==> src/pkg/prw_cfg.svh <==
`ifndef PRW_CFG_SVH
`define PRW_CFG_SVH
`define PRW_OFS_IN_A      8'h00
`define PRW_OFS_IN_B      8'h01
`define PRW_OFS_MODE_A    8'h02
`define PRW_OFS_MODE_B    8'h03
`define PRW_OFS_OUT_A     8'h04
`define PRW_OFS_OUT_B     8'h05
`define PRW_OFS_DIR_A     8'h06
`define PRW_OFS_DIR_B     8'h07
`define PRW_OFS_DRV_A     8'h08
`define PRW_OFS_DRV_B     8'h09
`define PRW_OFS_IMC_A     8'h0a
`define PRW_OFS_IMC_B     8'h0b
`define PRW_OFS_OE_A      8'h0c
`define PRW_OFS_OE_B      8'h0d
`define PRW_OFS_IN_C      8'h10
`define PRW_OFS_IN_D      8'h11
`define PRW_OFS_OUT_C     8'h12
`define PRW_OFS_OUT_D     8'h13
`define PRW_OFS_DIR_C     8'h14
`define PRW_OFS_DIR_D     8'h15
`define PRW_OFS_DRV_C     8'h16
`define PRW_OFS_DRV_D     8'h17
`define PRW_OFS_IMC_C     8'h18
`define PRW_OFS_OE_C      8'h1a
`define PRW_OFS_OE_D      8'h1b
`define PRW_OFS_OMC_AB    8'h20
`define PRW_OFS_OMC_BC    8'h21
`define PRW_OFS_MASK_AB   8'h22
`define PRW_OFS_MASK_BC   8'h23
`define PRW_OFS_PWR0      8'hb0
`define PRW_OFS_PWR2      8'hb4
`define PRW_OFS_PROT_MAIN 8'hc0
`define PRW_OFS_PROT_SEC  8'hc2
`define PRW_OFS_TEST_EN   8'hc7
`define PRW_OFS_PAGE      8'he0
`define PRW_OFS_MAP       8'he2
`define PRW_RST_BYTE      8'h00
`define PRW_UNMAPPED_RD   8'hff
`define PRW_PWR0_SPEED    3
`define PRW_BYTE_W        8
`define PRW_NUM_PORTS     4
`endif

==> src/pkg/prw_pkg.sv <==
package prw_pkg;
   typedef logic [7:0] prw_byte_t;
   typedef struct packed {
      logic      rd;
      logic      wr;
      prw_byte_t ofs;
      prw_byte_t wdata;
   } prw_req_s;
   typedef struct packed {
      prw_byte_t in_a;
      prw_byte_t in_b;
      prw_byte_t in_c;
      prw_byte_t in_d;
   } prw_pins_s;
endpackage

==> src/hdl/prw_port_window.sv <==
// Operation
// - all registers decode inside one 256-byte window offset from the window select base.
// - pin-input registers at 00,01,10,11 return the synchronised pin levels of ports a-d.
// - output registers at 04,05,12,13 hold written data and drive it on output pins.
// - direction registers at 06,07,14,15 make each pin an input or an output.
// - ports a and b alone have mode registers at 02,03 choosing i/o or latched address.
// - driver-type registers at 08,09,16,17 choose cmos, open drain or fast slew.
// - drive-enable state registers at 0c,0d,1a,1b return each pin driver's enable.
// - output cell registers at 20,21 read the cells and a write loads them directly.
// - mask bits at 22,23 stop writes from changing the matching output cells.
// - protection status at c0,c2 is read only and writes there are ignored.
// - in latched address mode ports a and b show a3-a0 low and a7-a4 high.
// - the memory map register at e2 places each memory area in program, data or both.
// - clearing the speed bit of power control first makes the logic array hold its outputs.
`include "prw_cfg.svh"
module prw_port_window (
   // clock and reset
   input  wire logic               clk_in,
   input  wire logic               rst_in,
   input  wire logic               ce_in,
   // microcontroller bus
   input  wire logic               window_select_in,
   input  wire prw_pkg::prw_req_s  req_in,
   input  wire logic [7:0]         latched_addr_in,
   output logic [7:0]              rdata_out,
   output logic                    rdata_valid_out,
   // pins
   input  wire prw_pkg::prw_pins_s pins_in,
   input  wire prw_pkg::prw_byte_t input_cells_a_in,
   input  wire prw_pkg::prw_byte_t input_cells_b_in,
   input  wire prw_pkg::prw_byte_t input_cells_c_in,
   input  wire prw_pkg::prw_byte_t main_protect_in,
   input  wire prw_pkg::prw_byte_t secondary_protect_in,
   input  wire prw_pkg::prw_byte_t cells_next_ab_in,
   input  wire prw_pkg::prw_byte_t cells_next_bc_in,
   input  wire logic               cells_clock_in,
   output logic [31:0]             pin_out,
   output logic [31:0]             pin_oe_n_out,
   output logic [31:0]             pin_drive_type_out,
   // system controls
   output logic [7:0]              cells_ab_out,
   output logic [7:0]              cells_bc_out,
   output logic                    array_sleep_out,
   output logic [7:0]              power_second_out,
   output logic [7:0]              test_port_enable_out,
   output logic [7:0]              page_out,
   output logic [7:0]              memory_space_map_out
);
   import prw_pkg::*;

   prw_pins_s pins_meta_reg;
   prw_pins_s pins_sync_reg;
   prw_byte_t imc_meta_reg [3];
   prw_byte_t imc_sync_reg [3];
   prw_byte_t prot_meta_reg [2];
   prw_byte_t prot_sync_reg [2];

   prw_byte_t out_reg    [4];
   prw_byte_t dir_reg    [4];
   prw_byte_t drv_reg    [4];
   prw_byte_t mode_reg   [2];
   prw_byte_t omc_ab_reg;
   prw_byte_t omc_bc_reg;
   prw_byte_t mask_ab_reg;
   prw_byte_t mask_bc_reg;
   prw_byte_t pwr0_reg;
   prw_byte_t pwr2_reg;
   prw_byte_t test_en_reg;
   prw_byte_t page_reg;
   prw_byte_t map_reg;
   prw_byte_t rd_next;
   logic      wr_en;
   logic      rd_en;
   prw_byte_t pin_in_arr [4];

   assign wr_en = ce_in && window_select_in && req_in.wr;
   assign rd_en = ce_in && window_select_in && req_in.rd;

   // pin and status synchronisers
   always_ff @(posedge clk_in or posedge rst_in) begin
      if (rst_in) begin
         pins_meta_reg <= '0;
         pins_sync_reg <= '0;
         for (int i = 0; i < 3; i++) begin
            imc_meta_reg[i] <= `PRW_RST_BYTE;
            imc_sync_reg[i] <= `PRW_RST_BYTE;
         end
         for (int i = 0; i < 2; i++) begin
            prot_meta_reg[i] <= `PRW_RST_BYTE;
            prot_sync_reg[i] <= `PRW_RST_BYTE;
         end
      end else if (ce_in) begin
         pins_meta_reg    <= pins_in;
         pins_sync_reg    <= pins_meta_reg;
         imc_meta_reg[0]  <= input_cells_a_in;
         imc_meta_reg[1]  <= input_cells_b_in;
         imc_meta_reg[2]  <= input_cells_c_in;
         prot_meta_reg[0] <= main_protect_in;
         prot_meta_reg[1] <= secondary_protect_in;
         imc_sync_reg     <= imc_meta_reg;
         prot_sync_reg    <= prot_meta_reg;
      end
   end

   assign pin_in_arr[0] = pins_sync_reg.in_a;
   assign pin_in_arr[1] = pins_sync_reg.in_b;
   assign pin_in_arr[2] = pins_sync_reg.in_c;
   assign pin_in_arr[3] = pins_sync_reg.in_d;

   // port configuration registers
   always_ff @(posedge clk_in or posedge rst_in) begin
      if (rst_in) begin
         for (int i = 0; i < 4; i++) begin
            out_reg[i] <= `PRW_RST_BYTE;
            dir_reg[i] <= `PRW_RST_BYTE;
            drv_reg[i] <= `PRW_RST_BYTE;
         end
         mode_reg[0] <= `PRW_RST_BYTE;
         mode_reg[1] <= `PRW_RST_BYTE;
      end else if (wr_en) begin
         unique case (req_in.ofs)
            `PRW_OFS_OUT_A:  out_reg[0]  <= req_in.wdata;
            `PRW_OFS_OUT_B:  out_reg[1]  <= req_in.wdata;
            `PRW_OFS_OUT_C:  out_reg[2]  <= req_in.wdata;
            `PRW_OFS_OUT_D:  out_reg[3]  <= req_in.wdata;
            `PRW_OFS_DIR_A:  dir_reg[0]  <= req_in.wdata;
            `PRW_OFS_DIR_B:  dir_reg[1]  <= req_in.wdata;
            `PRW_OFS_DIR_C:  dir_reg[2]  <= req_in.wdata;
            `PRW_OFS_DIR_D:  dir_reg[3]  <= req_in.wdata;
            `PRW_OFS_DRV_A:  drv_reg[0]  <= req_in.wdata;
            `PRW_OFS_DRV_B:  drv_reg[1]  <= req_in.wdata;
            `PRW_OFS_DRV_C:  drv_reg[2]  <= req_in.wdata;
            `PRW_OFS_DRV_D:  drv_reg[3]  <= req_in.wdata;
            `PRW_OFS_MODE_A: mode_reg[0] <= req_in.wdata;
            `PRW_OFS_MODE_B: mode_reg[1] <= req_in.wdata;
            default: ;
         endcase
      end
   end

   // system registers
   always_ff @(posedge clk_in or posedge rst_in) begin
      if (rst_in) begin
         mask_ab_reg <= `PRW_RST_BYTE;
         mask_bc_reg <= `PRW_RST_BYTE;
         pwr0_reg    <= `PRW_RST_BYTE;
         pwr2_reg    <= `PRW_RST_BYTE;
         test_en_reg <= `PRW_RST_BYTE;
         page_reg    <= `PRW_RST_BYTE;
         map_reg     <= `PRW_RST_BYTE;
      end else if (wr_en) begin
         unique case (req_in.ofs)
            `PRW_OFS_MASK_AB: mask_ab_reg <= req_in.wdata;
            `PRW_OFS_MASK_BC: mask_bc_reg <= req_in.wdata;
            `PRW_OFS_PWR0:    pwr0_reg    <= req_in.wdata;
            `PRW_OFS_PWR2:    pwr2_reg    <= req_in.wdata;
            `PRW_OFS_TEST_EN: test_en_reg <= req_in.wdata;
            `PRW_OFS_PAGE:    page_reg    <= req_in.wdata;
            `PRW_OFS_MAP:     map_reg     <= req_in.wdata;
            default: ;
         endcase
      end
   end

   // output cells: bus load beats logic update, masked bits keep value on a bus load
   always_ff @(posedge clk_in or posedge rst_in) begin
      if (rst_in) begin
         omc_ab_reg <= `PRW_RST_BYTE;
         omc_bc_reg <= `PRW_RST_BYTE;
      end else if (ce_in) begin
         if (wr_en && req_in.ofs == `PRW_OFS_OMC_AB) begin
            omc_ab_reg <= (omc_ab_reg & mask_ab_reg) | (req_in.wdata & ~mask_ab_reg);
         end else if (cells_clock_in && pwr0_reg[`PRW_PWR0_SPEED]) begin
            omc_ab_reg <= cells_next_ab_in;
         end
         if (wr_en && req_in.ofs == `PRW_OFS_OMC_BC) begin
            omc_bc_reg <= (omc_bc_reg & mask_bc_reg) | (req_in.wdata & ~mask_bc_reg);
         end else if (cells_clock_in && pwr0_reg[`PRW_PWR0_SPEED]) begin
            omc_bc_reg <= cells_next_bc_in;
         end
      end
   end

   // read mux
   always_comb begin
      rd_next = `PRW_UNMAPPED_RD;
      unique case (req_in.ofs)
         `PRW_OFS_IN_A:      rd_next = pin_in_arr[0];
         `PRW_OFS_IN_B:      rd_next = pin_in_arr[1];
         `PRW_OFS_IN_C:      rd_next = pin_in_arr[2];
         `PRW_OFS_IN_D:      rd_next = pin_in_arr[3];
         `PRW_OFS_MODE_A:    rd_next = mode_reg[0];
         `PRW_OFS_MODE_B:    rd_next = mode_reg[1];
         `PRW_OFS_OUT_A:     rd_next = out_reg[0];
         `PRW_OFS_OUT_B:     rd_next = out_reg[1];
         `PRW_OFS_OUT_C:     rd_next = out_reg[2];
         `PRW_OFS_OUT_D:     rd_next = out_reg[3];
         `PRW_OFS_DIR_A:     rd_next = dir_reg[0];
         `PRW_OFS_DIR_B:     rd_next = dir_reg[1];
         `PRW_OFS_DIR_C:     rd_next = dir_reg[2];
         `PRW_OFS_DIR_D:     rd_next = dir_reg[3];
         `PRW_OFS_DRV_A:     rd_next = drv_reg[0];
         `PRW_OFS_DRV_B:     rd_next = drv_reg[1];
         `PRW_OFS_DRV_C:     rd_next = drv_reg[2];
         `PRW_OFS_DRV_D:     rd_next = drv_reg[3];
         `PRW_OFS_IMC_A:     rd_next = imc_sync_reg[0];
         `PRW_OFS_IMC_B:     rd_next = imc_sync_reg[1];
         `PRW_OFS_IMC_C:     rd_next = imc_sync_reg[2];
         `PRW_OFS_OE_A:      rd_next = pin_oe_n_out[7:0] ^ 8'hff;
         `PRW_OFS_OE_B:      rd_next = pin_oe_n_out[15:8] ^ 8'hff;
         `PRW_OFS_OE_C:      rd_next = pin_oe_n_out[23:16] ^ 8'hff;
         `PRW_OFS_OE_D:      rd_next = pin_oe_n_out[31:24] ^ 8'hff;
         `PRW_OFS_OMC_AB:    rd_next = omc_ab_reg;
         `PRW_OFS_OMC_BC:    rd_next = omc_bc_reg;
         `PRW_OFS_MASK_AB:   rd_next = mask_ab_reg;
         `PRW_OFS_MASK_BC:   rd_next = mask_bc_reg;
         `PRW_OFS_PWR0:      rd_next = pwr0_reg;
         `PRW_OFS_PWR2:      rd_next = pwr2_reg;
         `PRW_OFS_PROT_MAIN: rd_next = prot_sync_reg[0];
         `PRW_OFS_PROT_SEC:  rd_next = prot_sync_reg[1];
         `PRW_OFS_TEST_EN:   rd_next = test_en_reg;
         `PRW_OFS_PAGE:      rd_next = page_reg;
         `PRW_OFS_MAP:       rd_next = map_reg;
         default:            rd_next = `PRW_UNMAPPED_RD;
      endcase
   end

   always_ff @(posedge clk_in or posedge rst_in) begin
      if (rst_in) begin
         rdata_out       <= `PRW_RST_BYTE;
         rdata_valid_out <= 1'b0;
      end else if (ce_in) begin
         rdata_valid_out <= rd_en;
         if (rd_en) begin
            rdata_out <= rd_next;
         end
      end
   end

   // pin drivers, one generate per port
   for (genvar p = 0; p < `PRW_NUM_PORTS; p++) begin : g_port
      prw_byte_t drive_val;
      if (p < 2) begin : g_addr
         always_comb begin
            for (int b = 0; b < 8; b++) begin
               if (mode_reg[p][b]) begin
                  drive_val[b] = latched_addr_in[b];
               end else begin
                  drive_val[b] = out_reg[p][b];
               end
            end
         end
      end else begin : g_plain
         assign drive_val = out_reg[p];
      end
      always_ff @(posedge clk_in or posedge rst_in) begin
         if (rst_in) begin
            pin_out[p*8 +: 8]            <= `PRW_RST_BYTE;
            pin_oe_n_out[p*8 +: 8]       <= 8'hff;
            pin_drive_type_out[p*8 +: 8] <= `PRW_RST_BYTE;
         end else if (ce_in) begin
            pin_out[p*8 +: 8]            <= drive_val;
            pin_oe_n_out[p*8 +: 8]       <= ~dir_reg[p];
            pin_drive_type_out[p*8 +: 8] <= drv_reg[p];
         end
      end
   end

   // system control outputs
   always_ff @(posedge clk_in or posedge rst_in) begin
      if (rst_in) begin
         cells_ab_out         <= `PRW_RST_BYTE;
         cells_bc_out         <= `PRW_RST_BYTE;
         array_sleep_out      <= 1'b1;
         power_second_out     <= `PRW_RST_BYTE;
         test_port_enable_out <= `PRW_RST_BYTE;
         page_out             <= `PRW_RST_BYTE;
         memory_space_map_out <= `PRW_RST_BYTE;
      end else if (ce_in) begin
         cells_ab_out         <= omc_ab_reg;
         cells_bc_out         <= omc_bc_reg;
         array_sleep_out      <= ~pwr0_reg[`PRW_PWR0_SPEED];
         power_second_out     <= pwr2_reg;
         test_port_enable_out <= test_en_reg;
         page_out             <= page_reg;
         memory_space_map_out <= map_reg;
      end
   end
endmodule // prw_port_window

==> config.mk <==
export PLATFORM = sky130hd
export DESIGN_NAME = prw_port_window
export DESIGN_NICKNAME = d
export VERILOG_FILES = /design/src/pkg/prw_pkg.sv /design/src/hdl/prw_port_window.sv
export VERILOG_INCLUDE_DIRS = /design/src /design/src/pkg
export SDC_FILE = /design/constraint.sdc
export NUM_CORES = 1
export LEC_CHECK = 0
export ABC_AREA = 1
export ABC_CLOCK_PERIOD_IN_PS = 16840
export BUFFER_PORTS_ARGS = -buffer_cell sky130_fd_sc_hd__buf_2
export CAP_MARGIN = 20
export CORE_MARGIN = 2
export CORE_UTILIZATION = 32
export CTS_BUF_LIST = sky130_fd_sc_hd__clkbuf_4
export DETAILED_ROUTE_END_ITERATION = 8
export GPL_TIMING_DRIVEN = 0
export PLACE_DENSITY_LB_ADDON = 0.12
export SETUP_SLACK_MARGIN = 0.4
export SYNTH_ARGS = -nofsm -noshare
export SYNTH_HDL_FRONTEND = slang
export SYNTH_SLANG_ARGS = --single-unit
==> constraint.sdc <==
create_clock -name clk_in -period 16.84 [get_ports clk_in]
set_clock_uncertainty 0.15 [all_clocks]
set_input_delay 1.684 -clock clk_in [delete_from_list [all_inputs] [get_ports clk_in]]
set_output_delay 1.684 -clock clk_in [all_outputs]
set_load 0.005 [all_outputs]
* Word level (Yosys, flattened, before mapping)
Index checks and enable logic that the tools add are counted.
** Operators by class
- Eq/ne operators :: 35
- Muxes and demuxes :: 21
- Bitwise logic cells :: 17
- Reduce and logical (&&, ||, !) cells :: 33
** Operators with widths (count)
- $pmux W8 S36 :: 1
- $eq A8 B5 Y1 const B :: 11
- $not A8 Y8 :: 10
- $eq A8 B8 Y1 const B :: 7
- $eq A8 B4 Y1 const B :: 6
- $reduce_and A2 Y1 :: 24
- $and A8 B8 Y8 :: 4
- $eq A8 B3 Y1 const B :: 4
- $eq A8 B6 Y1 const B :: 4
- $mux W8 :: 4
- $eq A8 B2 Y1 const B :: 2
- $mux W1 :: 16
- $or A8 B8 Y8 :: 2
- $eq A8 B1 Y1 const B :: 1
- $logic_not A8 Y1 :: 1
- $logic_and A1 B1 Y1 :: 6
- $reduce_bool A2 Y1 :: 2
- $not A1 Y1 :: 1
** Word-level totals
- Register bits after elaboration :: 482
- Input bits :: 119
- Output and inout bits :: 154
- Word-level logic and storage cells :: 168

* Logic depth before layout (Yosys ltp)
- Depth in word-level cells :: 5
- Gate-level depth with buffers :: 13
- Depth with buffers taken out :: 12

* Least setup slack after synthesis
OpenSTA, ideal clock, no wires.
- Path kind :: in2reg
- Start :: input port req_in[11] (netlist bit)
- End :: register (tool-made name)
- Library setup time :: 0.125 ns
- Data arrival time :: 2.958 ns
- Required time :: 16.565 ns
- Setup slack :: 13.607 ns
- Stages :: 9
- Buffers on the path :: 1
- Path through :: nor2_2 > nand2_4 > nor2_8 > nand2_4 > inv_2 > buf_2 > nand2_1 > nand2_1 > mux2_2
** RTL lines
- from (decl) :: RTL line prw_port_window.sv:23 : input wire prw_pkg::prw_req_s req_in,

==> metrics <==
final wirelength=90000 um; Pwr Density=102 mW/mm^2; setup slack, reg-to-reg=14830 ps; Hold Vio Cnt, Final=0; Routed Antenna Nets=0; post-DR vias/cell=4.96; GRT Residual Overflow=0; largest net degree at the start of global routing=131; htree depth=4; Post-Layout Cell Count=3968; full die area=0.0682 sq mm; Reg clk slew, reported paths=70 ps; Crit path arrival time=4500 ps; dpl hpwl=68800 um; syn_area_per_cell=8.22 sq um; GRT Total Usage=26.5%; initial antenna violation count=9; setup ws final=13110 ps; Max FO, Critical Path=11; Pre-antenna DRT Iters=6; Synthesized Nets=2692; Remaining DRCs=0; maximum root-to-sink buffer count=3; vias in the first global route=19400; Peak Freq=268 MHz; Setup Buffers After CTS=0; Skew-Pair Late Insertion Delay=1010 ps; routed len/inst=22.7 um; Nets=3112; YS warnings=0; count of pins over their slew limit=0; Tcrit/Tclk final=22.2%; crit path time final=3730 ps; Max Cap Viol=0; Fill cells=7053; clock sinks=482; fraction of registers with async set or reset after synthesis=100%; most frequent cells in the layout=1065 x nand2_1, 449 x dfrtp_1, 382 x o21ai_0, 296 x buf_2, 210 x clkbuf_4; final setup fails=0; Core Footprint=0.0656 sq mm; Synth area leader=dfrtp_1; Max-Slew Margin vs Limit=17.4%; Netlist cell types=30; worst setup path category=in -> reg; sequential element share of the synthesized area=57.2%; Seq cells post-synth=482; commonest non-fill, non-tap cell in the layout=nand2_1; DP Cell Count=3715; layout cell share with drive strength beyond 1=19.9%; RSZ-0062 raised after global routing=false; critical path startpoint category=input port; worst min path class=reg -> reg; post-CTS sizing=0; GP Congestion=0.944; peak supply drop=0.0510 mV; Tightest Pin Transition=1240 ps; Placement Setup Slack=12060 ps; Die H=261 um; layout overhead on the synthesized area=20.9%; IO Pins=273; CTS Root Cell=clkbuf_4; P_leak=13.3 nW; post-route setup TNS=0 ps; DRT iter0 DRCs=1896; ranking of synthesized cells by area=dfrtp_1 53%, nand2_1 19%, o21ai_0 9.0%; status=completed; # hold bufs at CTS=0; CP endpoint kind=register; CTS tree=built; Critical Path RT=17610 ps; FP Rows=94; Syn Inst Count=2573; Initial Utilization=32.2%; Synth top area share=53.1%; CTS buffer count=140; Die X=261 um; Post-synth EDFFs=0; first-pass GRT wire length=129000 um; synthesized area=0.0212 sq mm; port bufs=272; total number of vias=19700; Top FF cell, synth=dfrtp_1
-- routing by layer --
metal  up-vias  global-route usage, %  share of wire (%)
met4         8                   10.9                3.5
met1      9593                   35.3                 44
met2       782                   41.7                 46
li1       9127                      -                  -
met5         -                      0              0.061
met3       157                   6.21                7.2
-- metrics by stage --
step	area, sq um	power [mW]	hold slack (ps)	utilization (%)
3_3_place_gp	23600	1.49	299	36.0
3_5_place_dp	23700	1.49	303	36.2
2_1_floorplan	21200	1.37	278	-
6_report	25600	2.61	299	39.0
5_1_grt	25600	2.74	330	38.9
4_1_cts	25600	2.64	291	38.9
-- report_power, final --
| part | internal (mW) | total [mW] | leakage [nW] | switching [mW] |
|---|---|---|---|---|
| Sequential | 1.22 | 1.27 | 6.27 | 0.0465 |
| Combinational | 0.0603 | 0.201 | 5.96 | 0.141 |
| Clock | 0.601 | 1.14 | 1.06 | 0.535 |
-- critical path, stage by stage --
cell	delay [ps]
buf_2	110
buf_2	280
inv_1	270
buf_2	520
clkbuf_1	770
clkbuf_1	610
nand2_1	90
o21ai_0	120
-- cells in the mapped netlist, types with 5 or more instances --
cell type / number
clkbuf_1: 93
dfstp_2: 33
o211ai_1: 5
nand2_2: 5
a21oi_1: 8
nand4_1: 11
o21ai_0: 382
nor2_2: 16
dfrtp_1: 449
nand2_1: 1065
nand3b_1: 17
or2_2: 9
o31ai_1: 9
o21a_1: 6
nor2_4: 8
buf_2: 24
mux2_2: 7
nand3_1: 114
nor2_1: 136
mux2i_1: 16
inv_1: 143
-- final cells by class --
| class | count | area (sq um) | area share, % |
|---|---|---|---|
| buffer | 122 | 503 | 1.97 |
| clock inverter | 37 | 235 | 0.920 |
| clock buffer | 210 | 1580 | 6.16 |
| inverter | 147 | 559 | 2.19 |
| multi-input combinational | 1822 | 8000 | 31.3 |
| sequential | 482 | 12100 | 47.3 |
| antenna | 6 | 15.0 | 0.0587 |
| timing repair buffer | 278 | 1500 | 5.87 |
| tap | 864 | 1080 | 4.23 |
-- kinds of logic after synthesis --
family,count (synthesis),share of synthesized area [%]
AOI/OAI and AO/OA,411,10.0
DFF,482,57.2
muxes,25,1.24
buffers and inverters,269,4.99
and+or+nand+nor,1386,26.6
-- worst paths after layout --
kind                             startpoint               end  depth (start not counted)
max                                   ce_in  pin_oe_n_out[10]                          8
min                             dir_reg[24]   pin_oe_n_out[0]                          1
max reg2reg                pin_oe_n_out[10]      rdata_out[2]                          9
min reg2reg                     dir_reg[24]   pin_oe_n_out[0]                          1
max in group asynchronous            rst_in  imc_meta_reg[22]                          4
min in group asynchronous            rst_in       dir_reg[10]                          2
Note: power is estimated with default switching activity, not from simulation.
